[src/smdi_map.svh]
// Constants of the modem interface and bit timing recovery block
`ifndef SMDI_MAP_SVH
`define SMDI_MAP_SVH

// ****************************************************************
// Modem port layout
// ****************************************************************
`define SMDI_IN_CTS_BIT 0
`define SMDI_IN_CD_BIT 1
`define SMDI_IN_UNUSED 3'h7
`define SMDI_OUT_RTS_BIT 0
`define SMDI_OUT_UNUSED 2'h0
`define SMDI_OUT_RESET 8'h00

// ****************************************************************
// Completion result codes
// ****************************************************************
`define SMDI_RES_OK 8'h00
`define SMDI_RES_CTS_FAIL 8'h01
`define SMDI_RES_CD_FAIL 8'h02

// ****************************************************************
// Serial framing and timing
// ****************************************************************
`define SMDI_FLAG_CHAR 8'h7E
`define SMDI_BYTE_LAST 3'h7
`define SMDI_BIT_TIMING_RECOVERY_PULSE_NOMINAL 6'h20
`define SMDI_BIT_TIMING_RECOVERY_PULSE_Q1_INT 6'h1E
`define SMDI_BIT_TIMING_RECOVERY_PULSE_Q2_INT 6'h1F
`define SMDI_BIT_TIMING_RECOVERY_PULSE_Q3_INT 6'h21
`define SMDI_BIT_TIMING_RECOVERY_PULSE_Q4_INT 6'h22
`define SMDI_BIT_TIMING_RECOVERY_PULSE_IDLE_ONES 4'hF

`endif

[src/smdi_pkg.sv]
// Types shared by the modem interface block
`default_nettype none
package smdi_pkg;

	typedef enum logic [1:0]
	{
		SMDI_OP_RD_IN = 2'h0,
		SMDI_OP_RD_OUT = 2'h1,
		SMDI_OP_WR_OUT = 2'h2,
		SMDI_OP_NONE = 2'h3
	} smdi_port_op_e;

	typedef enum logic [3:0]
	{
		SMDI_TX_IDLE = 4'b0001,
		SMDI_TX_WAIT = 4'b0010,
		SMDI_TX_SEND = 4'b0100,
		SMDI_TX_TAIL = 4'b1000
	} smdi_tx_state_e;

	typedef enum logic [2:0]
	{
		SMDI_RX_OFF = 3'b001,
		SMDI_RX_HUNT = 3'b010,
		SMDI_RX_FRAME = 3'b100
	} smdi_rx_state_e;

endpackage
`default_nettype wire

[src/smdi_bit_timing_recovery_pulse.sv]
// Digital bit timing recovery loop on a 32x sample tick
`timescale 1ns/1ps
`default_nettype none
`include "smdi_map.svh"
module smdi_bit_timing_recovery_pulse (
	input wire logic clk_sys,
	input wire logic rstn,
	input wire logic sample_tick,
	input wire logic rx_bit,
	output logic pulse_n
);
	import smdi_pkg::*;

	logic [5:0] cnt_q;
	logic [5:0] limit_q;
	logic edge_seen_q;
	logic prev_bit_q;
	logic [3:0] ones_q;
	logic pulse_n_q;
	logic hit;
	logic data_edge;
	logic [5:0] quad_int;

	assign hit = (6'(cnt_q + 6'h01) == limit_q);
	assign data_edge = (rx_bit != prev_bit_q);
	assign pulse_n = pulse_n_q;

	// Edge position inside the cell selects the next interval
	always_comb
	begin
		case (cnt_q[4:3])
			2'h0: quad_int = `SMDI_BIT_TIMING_RECOVERY_PULSE_Q1_INT;
			2'h1: quad_int = `SMDI_BIT_TIMING_RECOVERY_PULSE_Q2_INT;
			2'h2: quad_int = `SMDI_BIT_TIMING_RECOVERY_PULSE_Q3_INT;
			default: quad_int = `SMDI_BIT_TIMING_RECOVERY_PULSE_Q4_INT;
		endcase
	end

	always_ff @(posedge clk_sys)
	begin
		if (!rstn)
		begin
			cnt_q <= 6'h00;
			limit_q <= `SMDI_BIT_TIMING_RECOVERY_PULSE_NOMINAL;
			edge_seen_q <= 1'b0;
			prev_bit_q <= 1'b1;
			ones_q <= 4'h0;
			pulse_n_q <= 1'b1;
		end
		else if (sample_tick)
		begin
			prev_bit_q <= rx_bit;
			pulse_n_q <= !hit;
			if (hit)
			begin
				cnt_q <= 6'h00;
				edge_seen_q <= 1'b0;
				// No edge in the cell keeps the nominal spacing
				limit_q <= `SMDI_BIT_TIMING_RECOVERY_PULSE_NOMINAL;
				if (!rx_bit)
					ones_q <= 4'h0;
				else if (ones_q != `SMDI_BIT_TIMING_RECOVERY_PULSE_IDLE_ONES)
					ones_q <= 4'(ones_q + 4'h1);
			end
			else
			begin
				cnt_q <= 6'(cnt_q + 6'h01);
				// Only the first edge in the cell moves this pulse
				if (data_edge && !edge_seen_q && !cnt_q[5])
				begin
					edge_seen_q <= 1'b1;
					// Idle line keeps the nominal spacing
					if (ones_q != `SMDI_BIT_TIMING_RECOVERY_PULSE_IDLE_ONES)
						limit_q <= quad_int;
				end
			end
		end
	end

endmodule
`default_nettype wire

[src/smdi_top.sv]
// Modem control ports, serial data timing and host transfer logic
//
// Notes on behaviour
// Select plus strobe moves data without decode
// Non-DMA mode signals data on interrupt lines
// Status mirrors interrupts and result-available bits
// Configuration command picks DMA or non-DMA
// All modem pins are active low
// Input bit 0 shows CTS; wait CTS
// CTS loss aborts frame with failure result
// Input bit 1 shows CD; loss fails
// Bits 2-4 user inputs; 5-7 read one
// Automatic RTS raised, released byte after frame
// Flag pin pulses on each received flag
// User outputs 1-4; port readable back
// Modem outputs go high on reset
// Transmit on falling, receive on rising edge
// Data loopback feeds receiver, pin still driven
// Clock loopback clocks receiver from transmit clock
// Loop samples at 32x, pulses mid-bit
// No edge gives next pulse at 32
// Quadrant one thirty, quadrant three thirty-three
// Quadrant two thirty-one, quadrant four thirty-four
// After fifteen ones pulses every thirty-two
// Sender should use NRZI and preamble; transmitter sends plain NRZ bits, no preamble
`timescale 1ns/1ps
`default_nettype none
`include "smdi_map.svh"
module smdi_top (
	input wire logic clk_sys,
	input wire logic rstn,
	input wire logic cfg_valid,
	input wire logic cfg_dma_mode,
	input wire logic cfg_data_loop,
	input wire logic cfg_clock_loop,
	input wire logic port_cmd_valid,
	input wire smdi_pkg::smdi_port_op_e port_cmd_op,
	input wire logic [7:0] port_cmd_data,
	output logic [7:0] port_result,
	output logic port_result_valid,
	input wire logic tx_cmd_valid,
	input wire logic [7:0] tx_cmd_len,
	input wire logic rx_cmd_valid,
	input wire logic host_wr,
	input wire logic host_rd,
	input wire logic [7:0] host_wdata,
	output logic [7:0] host_rdata,
	input wire logic transmit_data_select,
	input wire logic receive_data_select,
	output logic transmit_data_request,
	output logic receive_data_request,
	output logic transmit_service_irq,
	output logic receive_service_irq,
	output logic [3:0] status_bits,
	input wire logic tx_result_rd,
	input wire logic rx_result_rd,
	output logic [7:0] tx_result,
	output logic [7:0] rx_result,
	input wire logic cts_n,
	input wire logic cd_n,
	input wire logic [2:0] user_input_pins_n,
	output logic rts_n,
	output logic flag_detect_n,
	output logic [3:0] user_output_pins_n,
	input wire logic transmit_bit_clock_n,
	input wire logic receive_bit_clock_n,
	input wire logic rxd,
	output logic txd,
	input wire logic sample_clock_x32_n,
	output logic bit_timing_recovery_pulse_n
);
	import smdi_pkg::*;

	// ****************************************************************
	// Pin synchronisers and edge finders
	// ****************************************************************
	logic [8:0] pin_meta_q;
	logic [8:0] pin_sync_q;
	logic [2:0] clk_prev_q;
	logic cts_act;
	logic cd_act;
	logic tx_fall;
	logic tx_rise;
	logic rx_rise;
	logic x32_tick;
	logic rx_bit;
	logic cfg_data_loop_q;
	logic cfg_clock_loop_q;
	logic txd_q;

	always_ff @(posedge clk_sys)
	begin
		if (!rstn)
		begin
			pin_meta_q <= 9'h1FF;
			pin_sync_q <= 9'h1FF;
			clk_prev_q <= 3'h7;
		end
		else
		begin
			pin_meta_q <= {sample_clock_x32_n, transmit_bit_clock_n,
				receive_bit_clock_n, rxd, cts_n, cd_n, user_input_pins_n};
			pin_sync_q <= pin_meta_q;
			clk_prev_q <= pin_sync_q[8:6];
		end
	end

	assign cts_act = !pin_sync_q[4];
	assign cd_act = !pin_sync_q[3];
	assign x32_tick = clk_prev_q[2] && !pin_sync_q[8];
	assign tx_fall = clk_prev_q[1] && !pin_sync_q[7];
	assign tx_rise = !clk_prev_q[1] && pin_sync_q[7];
	// Receive clock may be taken from the transmit clock
	assign rx_rise = cfg_clock_loop_q ? tx_rise :
		(!clk_prev_q[0] && pin_sync_q[6]);
	assign rx_bit = cfg_data_loop_q ? txd_q : pin_sync_q[5];

	// ****************************************************************
	// Configuration and modem output port
	// ****************************************************************
	logic cfg_dma_q;
	logic [3:0] user_out_q;
	logic [7:0] port_result_q;
	logic port_result_valid_q;
	logic rts_q;
	logic flag_q;
	logic port_wr;

	assign port_wr = port_cmd_valid && port_cmd_op == SMDI_OP_WR_OUT;

	always_ff @(posedge clk_sys)
	begin
		if (!rstn)
		begin
			cfg_dma_q <= 1'b0;
			cfg_data_loop_q <= 1'b0;
			cfg_clock_loop_q <= 1'b0;
		end
		else if (cfg_valid)
		begin
			cfg_dma_q <= cfg_dma_mode;
			cfg_data_loop_q <= cfg_data_loop;
			cfg_clock_loop_q <= cfg_clock_loop;
		end
	end

	always_ff @(posedge clk_sys)
	begin
		if (!rstn)
		begin
			user_out_q <= 4'(`SMDI_OUT_RESET >> 1);
			port_result_q <= 8'h00;
			port_result_valid_q <= 1'b0;
		end
		else
		begin
			port_result_valid_q <= port_cmd_valid &&
				port_cmd_op != SMDI_OP_NONE;
			if (port_wr)
				user_out_q <= port_cmd_data[4:1];
			if (port_cmd_valid && port_cmd_op == SMDI_OP_RD_IN)
				port_result_q <= {`SMDI_IN_UNUSED,
					~pin_sync_q[2:0], cd_act, cts_act};
			else if (port_cmd_valid && port_cmd_op == SMDI_OP_RD_OUT)
				port_result_q <= {`SMDI_OUT_UNUSED, flag_q,
					user_out_q, rts_q};
		end
	end

	// ****************************************************************
	// Transmitter
	// ****************************************************************
	smdi_tx_state_e tx_state_q;
	logic [7:0] tx_buf_q;
	logic tx_buf_full_q;
	logic [7:0] tx_load_cnt_q;
	logic [7:0] tx_send_cnt_q;
	logic [7:0] tx_sh_q;
	logic [2:0] tx_bit_q;
	logic rts_auto_q;
	logic tx_ira_q;
	logic [7:0] tx_result_q;
	logic tx_need;

	assign tx_need = (tx_state_q == SMDI_TX_WAIT ||
		tx_state_q == SMDI_TX_SEND) && !tx_buf_full_q &&
		tx_load_cnt_q != 8'h00;

	always_ff @(posedge clk_sys)
	begin
		if (!rstn)
		begin
			tx_state_q <= SMDI_TX_IDLE;
			tx_buf_q <= 8'h00;
			tx_buf_full_q <= 1'b0;
			tx_load_cnt_q <= 8'h00;
			tx_send_cnt_q <= 8'h00;
			tx_sh_q <= 8'hFF;
			tx_bit_q <= 3'h0;
			rts_auto_q <= 1'b0;
			rts_q <= 1'b0;
			txd_q <= 1'b1;
			tx_ira_q <= 1'b0;
			tx_result_q <= `SMDI_RES_OK;
		end
		else
		begin
			if (tx_result_rd)
				tx_ira_q <= 1'b0;
			if (port_wr)
				rts_q <= port_cmd_data[`SMDI_OUT_RTS_BIT];
			case (tx_state_q)
				SMDI_TX_IDLE:
				begin
					if (tx_cmd_valid)
					begin
						tx_load_cnt_q <= tx_cmd_len;
						tx_send_cnt_q <= tx_cmd_len;
						tx_bit_q <= 3'h0;
						rts_auto_q <= !rts_q;
						rts_q <= 1'b1;
						tx_state_q <= SMDI_TX_WAIT;
					end
				end
				SMDI_TX_WAIT:
				begin
					if (cts_act)
						tx_state_q <= SMDI_TX_SEND;
				end
				SMDI_TX_SEND:
				begin
					if (!cts_act)
					begin
						tx_result_q <= `SMDI_RES_CTS_FAIL;
						tx_ira_q <= 1'b1;
						tx_load_cnt_q <= 8'h00;
						tx_buf_full_q <= 1'b0;
						txd_q <= 1'b1;
						tx_bit_q <= 3'h0;
						tx_state_q <= SMDI_TX_TAIL;
					end
					else if (tx_fall && tx_bit_q != 3'h0)
					begin
						txd_q <= tx_sh_q[0];
						tx_sh_q <= {1'b1, tx_sh_q[7:1]};
						tx_bit_q <= 3'(tx_bit_q - 3'h1);
					end
					else if (tx_fall && tx_send_cnt_q == 8'h00)
					begin
						txd_q <= 1'b1;
						tx_result_q <= `SMDI_RES_OK;
						tx_ira_q <= 1'b1;
						tx_state_q <= SMDI_TX_TAIL;
					end
					else if (tx_fall && tx_buf_full_q)
					begin
						txd_q <= tx_buf_q[0];
						tx_sh_q <= {1'b1, tx_buf_q[7:1]};
						tx_bit_q <= `SMDI_BYTE_LAST;
						tx_buf_full_q <= 1'b0;
						tx_send_cnt_q <= 8'(tx_send_cnt_q - 8'h01);
					end
					else if (tx_fall)
						txd_q <= 1'b1;
				end
				SMDI_TX_TAIL:
				begin
					// One byte time of idle before dropping RTS
					if (tx_fall)
					begin
						tx_bit_q <= 3'(tx_bit_q + 3'h1);
						if (tx_bit_q == `SMDI_BYTE_LAST)
						begin
							if (rts_auto_q)
								rts_q <= 1'b0;
							tx_state_q <= SMDI_TX_IDLE;
						end
					end
				end
				default:
					tx_state_q <= SMDI_TX_IDLE;
			endcase
			if (transmit_data_select && host_wr && tx_need)
			begin
				tx_buf_q <= host_wdata;
				tx_buf_full_q <= 1'b1;
				tx_load_cnt_q <= 8'(tx_load_cnt_q - 8'h01);
			end
		end
	end

	// ****************************************************************
	// Receiver
	// ****************************************************************
	smdi_rx_state_e rx_state_q;
	logic [7:0] rx_sh_q;
	logic [7:0] rx_buf_q;
	logic rx_buf_full_q;
	logic [2:0] rx_bit_q;
	logic rx_got_q;
	logic rx_ira_q;
	logic [7:0] rx_result_q;
	logic [7:0] host_rdata_q;
	logic [7:0] rx_next;
	logic rx_flag;

	assign rx_next = {rx_bit, rx_sh_q[7:1]};
	assign rx_flag = rx_rise && rx_state_q != SMDI_RX_OFF &&
		rx_next == `SMDI_FLAG_CHAR;

	always_ff @(posedge clk_sys)
	begin
		if (!rstn)
		begin
			rx_state_q <= SMDI_RX_OFF;
			rx_sh_q <= 8'h00;
			rx_buf_q <= 8'h00;
			rx_buf_full_q <= 1'b0;
			rx_bit_q <= 3'h0;
			rx_got_q <= 1'b0;
			rx_ira_q <= 1'b0;
			rx_result_q <= `SMDI_RES_OK;
			host_rdata_q <= 8'h00;
			flag_q <= 1'b0;
		end
		else
		begin
			flag_q <= rx_flag;
			if (rx_rise)
				rx_sh_q <= rx_next;
			if (receive_data_select && host_rd)
			begin
				host_rdata_q <= rx_buf_q;
				rx_buf_full_q <= 1'b0;
			end
			if (rx_result_rd)
				rx_ira_q <= 1'b0;
			case (rx_state_q)
				SMDI_RX_OFF:
				begin
					if (rx_cmd_valid)
						rx_state_q <= SMDI_RX_HUNT;
				end
				SMDI_RX_HUNT:
				begin
					if (rx_flag)
					begin
						rx_bit_q <= 3'h0;
						rx_got_q <= 1'b0;
						rx_state_q <= SMDI_RX_FRAME;
					end
				end
				SMDI_RX_FRAME:
				begin
					// Carrier may drop between frames but not inside
					if (!cd_act)
					begin
						rx_result_q <= `SMDI_RES_CD_FAIL;
						rx_ira_q <= 1'b1;
						rx_state_q <= SMDI_RX_HUNT;
					end
					else if (rx_flag)
					begin
						rx_bit_q <= 3'h0;
						if (rx_got_q)
						begin
							rx_result_q <= `SMDI_RES_OK;
							rx_ira_q <= 1'b1;
							rx_state_q <= SMDI_RX_HUNT;
						end
					end
					else if (rx_rise)
					begin
						rx_bit_q <= 3'(rx_bit_q + 3'h1);
						if (rx_bit_q == `SMDI_BYTE_LAST)
						begin
							rx_buf_q <= rx_next;
							rx_buf_full_q <= 1'b1;
							rx_got_q <= 1'b1;
						end
					end
				end
				default:
					rx_state_q <= SMDI_RX_OFF;
			endcase
		end
	end

	// ****************************************************************
	// Requests, interrupt lines and status mirror
	// ****************************************************************
	logic tx_drq_q;
	logic rx_drq_q;
	logic tx_irq_q;
	logic rx_irq_q;
	logic [3:0] status_q;
	logic tx_irq_w;
	logic rx_irq_w;

	// Non-DMA mode reuses the interrupt line for data service
	assign tx_irq_w = tx_ira_q || (!cfg_dma_q && tx_need);
	assign rx_irq_w = rx_ira_q || (!cfg_dma_q && rx_buf_full_q);

	always_ff @(posedge clk_sys)
	begin
		if (!rstn)
		begin
			tx_drq_q <= 1'b0;
			rx_drq_q <= 1'b0;
			tx_irq_q <= 1'b0;
			rx_irq_q <= 1'b0;
			status_q <= 4'h0;
		end
		else
		begin
			tx_drq_q <= cfg_dma_q && tx_need;
			rx_drq_q <= cfg_dma_q && rx_buf_full_q;
			tx_irq_q <= tx_irq_w;
			rx_irq_q <= rx_irq_w;
			status_q <= {rx_ira_q, rx_irq_w, tx_ira_q, tx_irq_w};
		end
	end

	// ****************************************************************
	// Bit timing recovery loop
	// ****************************************************************
	smdi_bit_timing_recovery_pulse u_bit_timing_recovery_pulse (
		.clk_sys(clk_sys),
		.rstn(rstn),
		.sample_tick(x32_tick),
		.rx_bit(rx_bit),
		.pulse_n(bit_timing_recovery_pulse_n)
	);

	// ****************************************************************
	// Outputs
	// ****************************************************************
	assign port_result = port_result_q;
	assign port_result_valid = port_result_valid_q;
	assign host_rdata = host_rdata_q;
	assign transmit_data_request = tx_drq_q;
	assign receive_data_request = rx_drq_q;
	assign transmit_service_irq = tx_irq_q;
	assign receive_service_irq = rx_irq_q;
	assign status_bits = status_q;
	assign tx_result = tx_result_q;
	assign rx_result = rx_result_q;
	assign rts_n = !rts_q;
	assign flag_detect_n = !flag_q;
	assign user_output_pins_n = ~user_out_q;
	assign txd = txd_q;

endmodule
`default_nettype wire

[config.mk]
export PLATFORM = sky130hd
export DESIGN_NAME = smdi_top
export DESIGN_NICKNAME = d
export VERILOG_FILES = /design/src/smdi_pkg.sv /design/src/smdi_bit_timing_recovery_pulse.sv /design/src/smdi_top.sv
export VERILOG_INCLUDE_DIRS = /design/src
export SDC_FILE = /design/constraint.sdc
export NUM_CORES = 1
export LEC_CHECK = 0
export BUFFER_PORTS_ARGS = -buffer_cell sky130_fd_sc_hd__buf_2
export CORE_ASPECT_RATIO = 0.6
export CORE_MARGIN = 2
export CORE_UTILIZATION = 45
export CTS_BUF_LIST = sky130_fd_sc_hd__clkbuf_8
export DETAILED_ROUTE_END_ITERATION = 7
export PLACE_DENSITY_LB_ADDON = 0.2
export REMOVE_ABC_BUFFERS = 1
export SLEW_MARGIN = 10
export SYNTH_ARGS = -nofsm -noshare
export SYNTH_HDL_FRONTEND = slang
export SYNTH_SLANG_ARGS = --single-unit
[constraint.sdc]
create_clock -name clk_sys -period 2.9 [get_ports clk_sys]
set_input_delay 0.725 -clock clk_sys [delete_from_list [all_inputs] [get_ports clk_sys]]
set_output_delay 0.725 -clock clk_sys [all_outputs]
set_load 0.01 [all_outputs]
==> metrics.cfg <==
[outcome]
status = complete, no violations

[global_routing]
grt_pass1_wl_microns = 23400
antenna_found_initial = 0
grt_pass1_vias = 4793
track_usage = 0.203
grt_overflow = 0
grt_max_degree = 93

[critical_path]
crit_path_max_fanout = 11
regToRegStartpoint = tx_state_q[2]
cp-endpoint = tx_load_cnt_q[3]
crit_start = tx_state_q[2]
regToRegEndpoint = tx_load_cnt_q[3]
crit_type = reg -> reg
rr_worst_depth = 7
cp.required_ns = 3.27
cp-start-kind = register
endpoint_kind = register
rrSetupSlack_ns = 0.34
cp.arrival_ns = 2.93

[synthesis]
synth_enable_flop_cells = 0
synth_compound_area_frac = 0.161
synth_top_area_cell = dfxtp_1
ys_seq_elements = 137
synth-main-ff-cell = dfxtp_1
synthXorXnorAreaFrac = 0.0129
yosys.area_share.simple = 0.229
synthMuxAreaShare = 0.0483
synth_cells = 715
synth_most_common_cell = dfxtp_1
synth_area_sq_um = 6090
yosysTopAreaCellShare = 0.450
synth_common_cells = 137 x dfxtp_1, 87 x nand2_1, 69 x nor2_1, 58 x a21oi_1, 31 x o21ai_0
synth_adder_area_share = 0.0349
synth_cell_types = 65
syn-mean-instance-area_sq_um = 8.52
yosysWarningCount = 0
async_flop_share = 0
yosysSeqAreaShare = 0.450
synth_area_leaders = dfxtp_1 45%, nand2_1 5.4%, a21oi_1 4.8%
synth_top_family_by_area = simple AND/OR/NAND/NOR gates

[timing]
finalCritPeriodShare = 0.884
final_hold_viol_count = 0
clock.fmax_mhz = 390
slew_headroom = 0.344
worstMarginPinSlew_ns = 0.970
worst_hold_slack_ns = 0.414
final_period_minus_worst_setup_slack_ns = 2.56
rsz0062_at_grt = false
drv_slew = 0
setup_violations = 0
setup_tns_ns = 0
clock-skew-final_ns = 0.0139

[clock_network]
clk_latency_ns = 0.43
ctsHoldBuffers = 0
clk_path_buf_depth = 2
ctsHtreeMaxLevel = 4
cts_num_sinks = 137
root_buffer = clkbuf_8
cts_tree = done
clkTransAtPathRegs_ns = 0.09
postCtsSetupRepairBufs = 0
cts_buffers = 17
ctsResizeCount = 0

[detailed_routing]
drtAntennaViolNets = 0
first_pass_iters = 5
drcViolationCount = 0
wire_per_inst_microns = 14.7
vias_per_cell = 5.33
wirelength_microns = 14200
dr_total_vias = 5175
drtIter0Drc = 346

[final_layout]
area_growth_pct = 15.4
fillerInstances = 1160
final_net_count = 855
fin_util = 0.540
antennaDiodeCount = 0
drive_gt1_frac = 0.169

[placement]
dp_hpwl_microns = 10100
numPortBuffers = 81
gp_congestion = 0.888

[floorplanning]
die_area_sq_um = 14500
row_count = 32
fp.dieW_microns = 154
die-height_microns = 94.1
io_pins = 99
core_area_sq_um = 13000
start_util = 0.468

[pwr]
peakVddDrop_mv = 0.305
leakage_uw = 0.00283
p_per_area_nw_per_um2 = 581

[min_path]
hp-class = reg -> reg

[job]
maxCapViolations = 0

sequential cells by signal, indices dropped and copies added, names as in the netlist, 6 cells and up:
name	cells
rx_buf_q	8
host_rdata	8
rx_sh_q	7
tx_send_cnt_q	8
port_result	7
pin_sync_q	9
tx_load_cnt_q	8
u_bit_timing_recovery_pulse.cnt_q	6
pin_meta_q	9
tx_sh_q	7
tx_buf_q	8
cell families after synthesis:
family	count (synthesis)
AND/OR/NAND/NOR	286
flip-flops	137
buffers and inverters	82
other	1
multiplexers	29
AO/OA/AOI/OAI	154
adder cells (fa/ha/maj)	17
XOR/XNOR	9
worst max-delay path, cell delays in order (launching register included):
cell	delay, ns
dfxtp_1	0.53
xnor2_1	0.14
or4_4	0.50
or3_1	0.55
buf_4	0.23
nand2_1	0.20
o311ai_0	0.17
a21oi_1	0.17
per-stage QoR:
stage | instances | power [uW] | worst slack, ns | area, sq um
2_1_floorplan | 675 | 2250 | 0.288 | 5860
3_3_place_gp | 939 | 2390 | 0.466 | 6590
3_5_place_dp | 939 | 2400 | 0.408 | 6590
4_1_cts | 971 | 4110 | 0.389 | 7030
5_1_grt | 971 | 4260 | 0.202 | 7030
6_report | 971 | 4080 | 0.337 | 7030
per-layer routing:
| metal | global-route usage | wire length, microns | part of all wire | vias up |
|---|---|---|---|---|
| li1 | - | - | - | 2619 |
| met3 | 0.0604 | 941 | 0.066 | 4 |
| met5 | 0 | 0 | 0 | - |
| met4 | 0.0483 | 44 | 0.0031 | 0 |
| met1 | 0.289 | 7260 | 0.51 | 2395 |
| met2 | 0.300 | 5990 | 0.42 | 157 |
worst min-delay path by stage:
stage | to | cells after the start | from
4_1_cts | pin_sync_q[1] | 1 | pin_meta_q[1]
6_report | pin_sync_q[1] | 1 | pin_meta_q[1]
3_3_place_gp | pin_sync_q[4] | 1 | pin_meta_q[4]
2_1_floorplan | pin_sync_q[0] | 1 | pin_meta_q[0]
3_5_place_dp | pin_sync_q[1] | 1 | pin_meta_q[1]
5_1_grt | pin_meta_q[0] | 2 | user_input_pins_n[0]
cell usage in the layout, fill, tap and decap left out, drive strengths merged, types with 5 or more instances in the layout:
cell type / n
a211oi: 9
a21oi: 58
a22oi: 5
and2: 7
and3: 6
buf: 94
clkbuf: 17
clkinv: 7
conb: 14
dfxtp: 137
ha: 17
inv: 32
mux2i: 29
nand2: 87
nand2b: 27
nand3: 27
nand4: 7
nor2: 69
nor2b: 11
nor3: 14
o211ai: 5
o21ai: 32
o31a: 6
or3: 7
xnor2: 6
area by class of cell:
cell class,instances,area [sq um],area share
well taps,170,213,0.0303
clock inverters,15,201,0.0287
clock buffers,17,234,0.0333
repair buffers,94,515,0.0734
inverters,29,109,0.0155
multi-input cells,509,3010,0.429
flip-flops and latches,137,2740,0.390
power breakdown:
| part | internal (uW) | switching, uW | total (uW) |
|---|---|---|---|
| logic | 148 | 227 | 374 |
| clock network | 943 | 772 | 1710 |
| registers | 1940 | 53.3 | 1990 |
| total | 3030 | 1050 | 4080 |
Note: power is estimated with default switching activity, not from simulation.
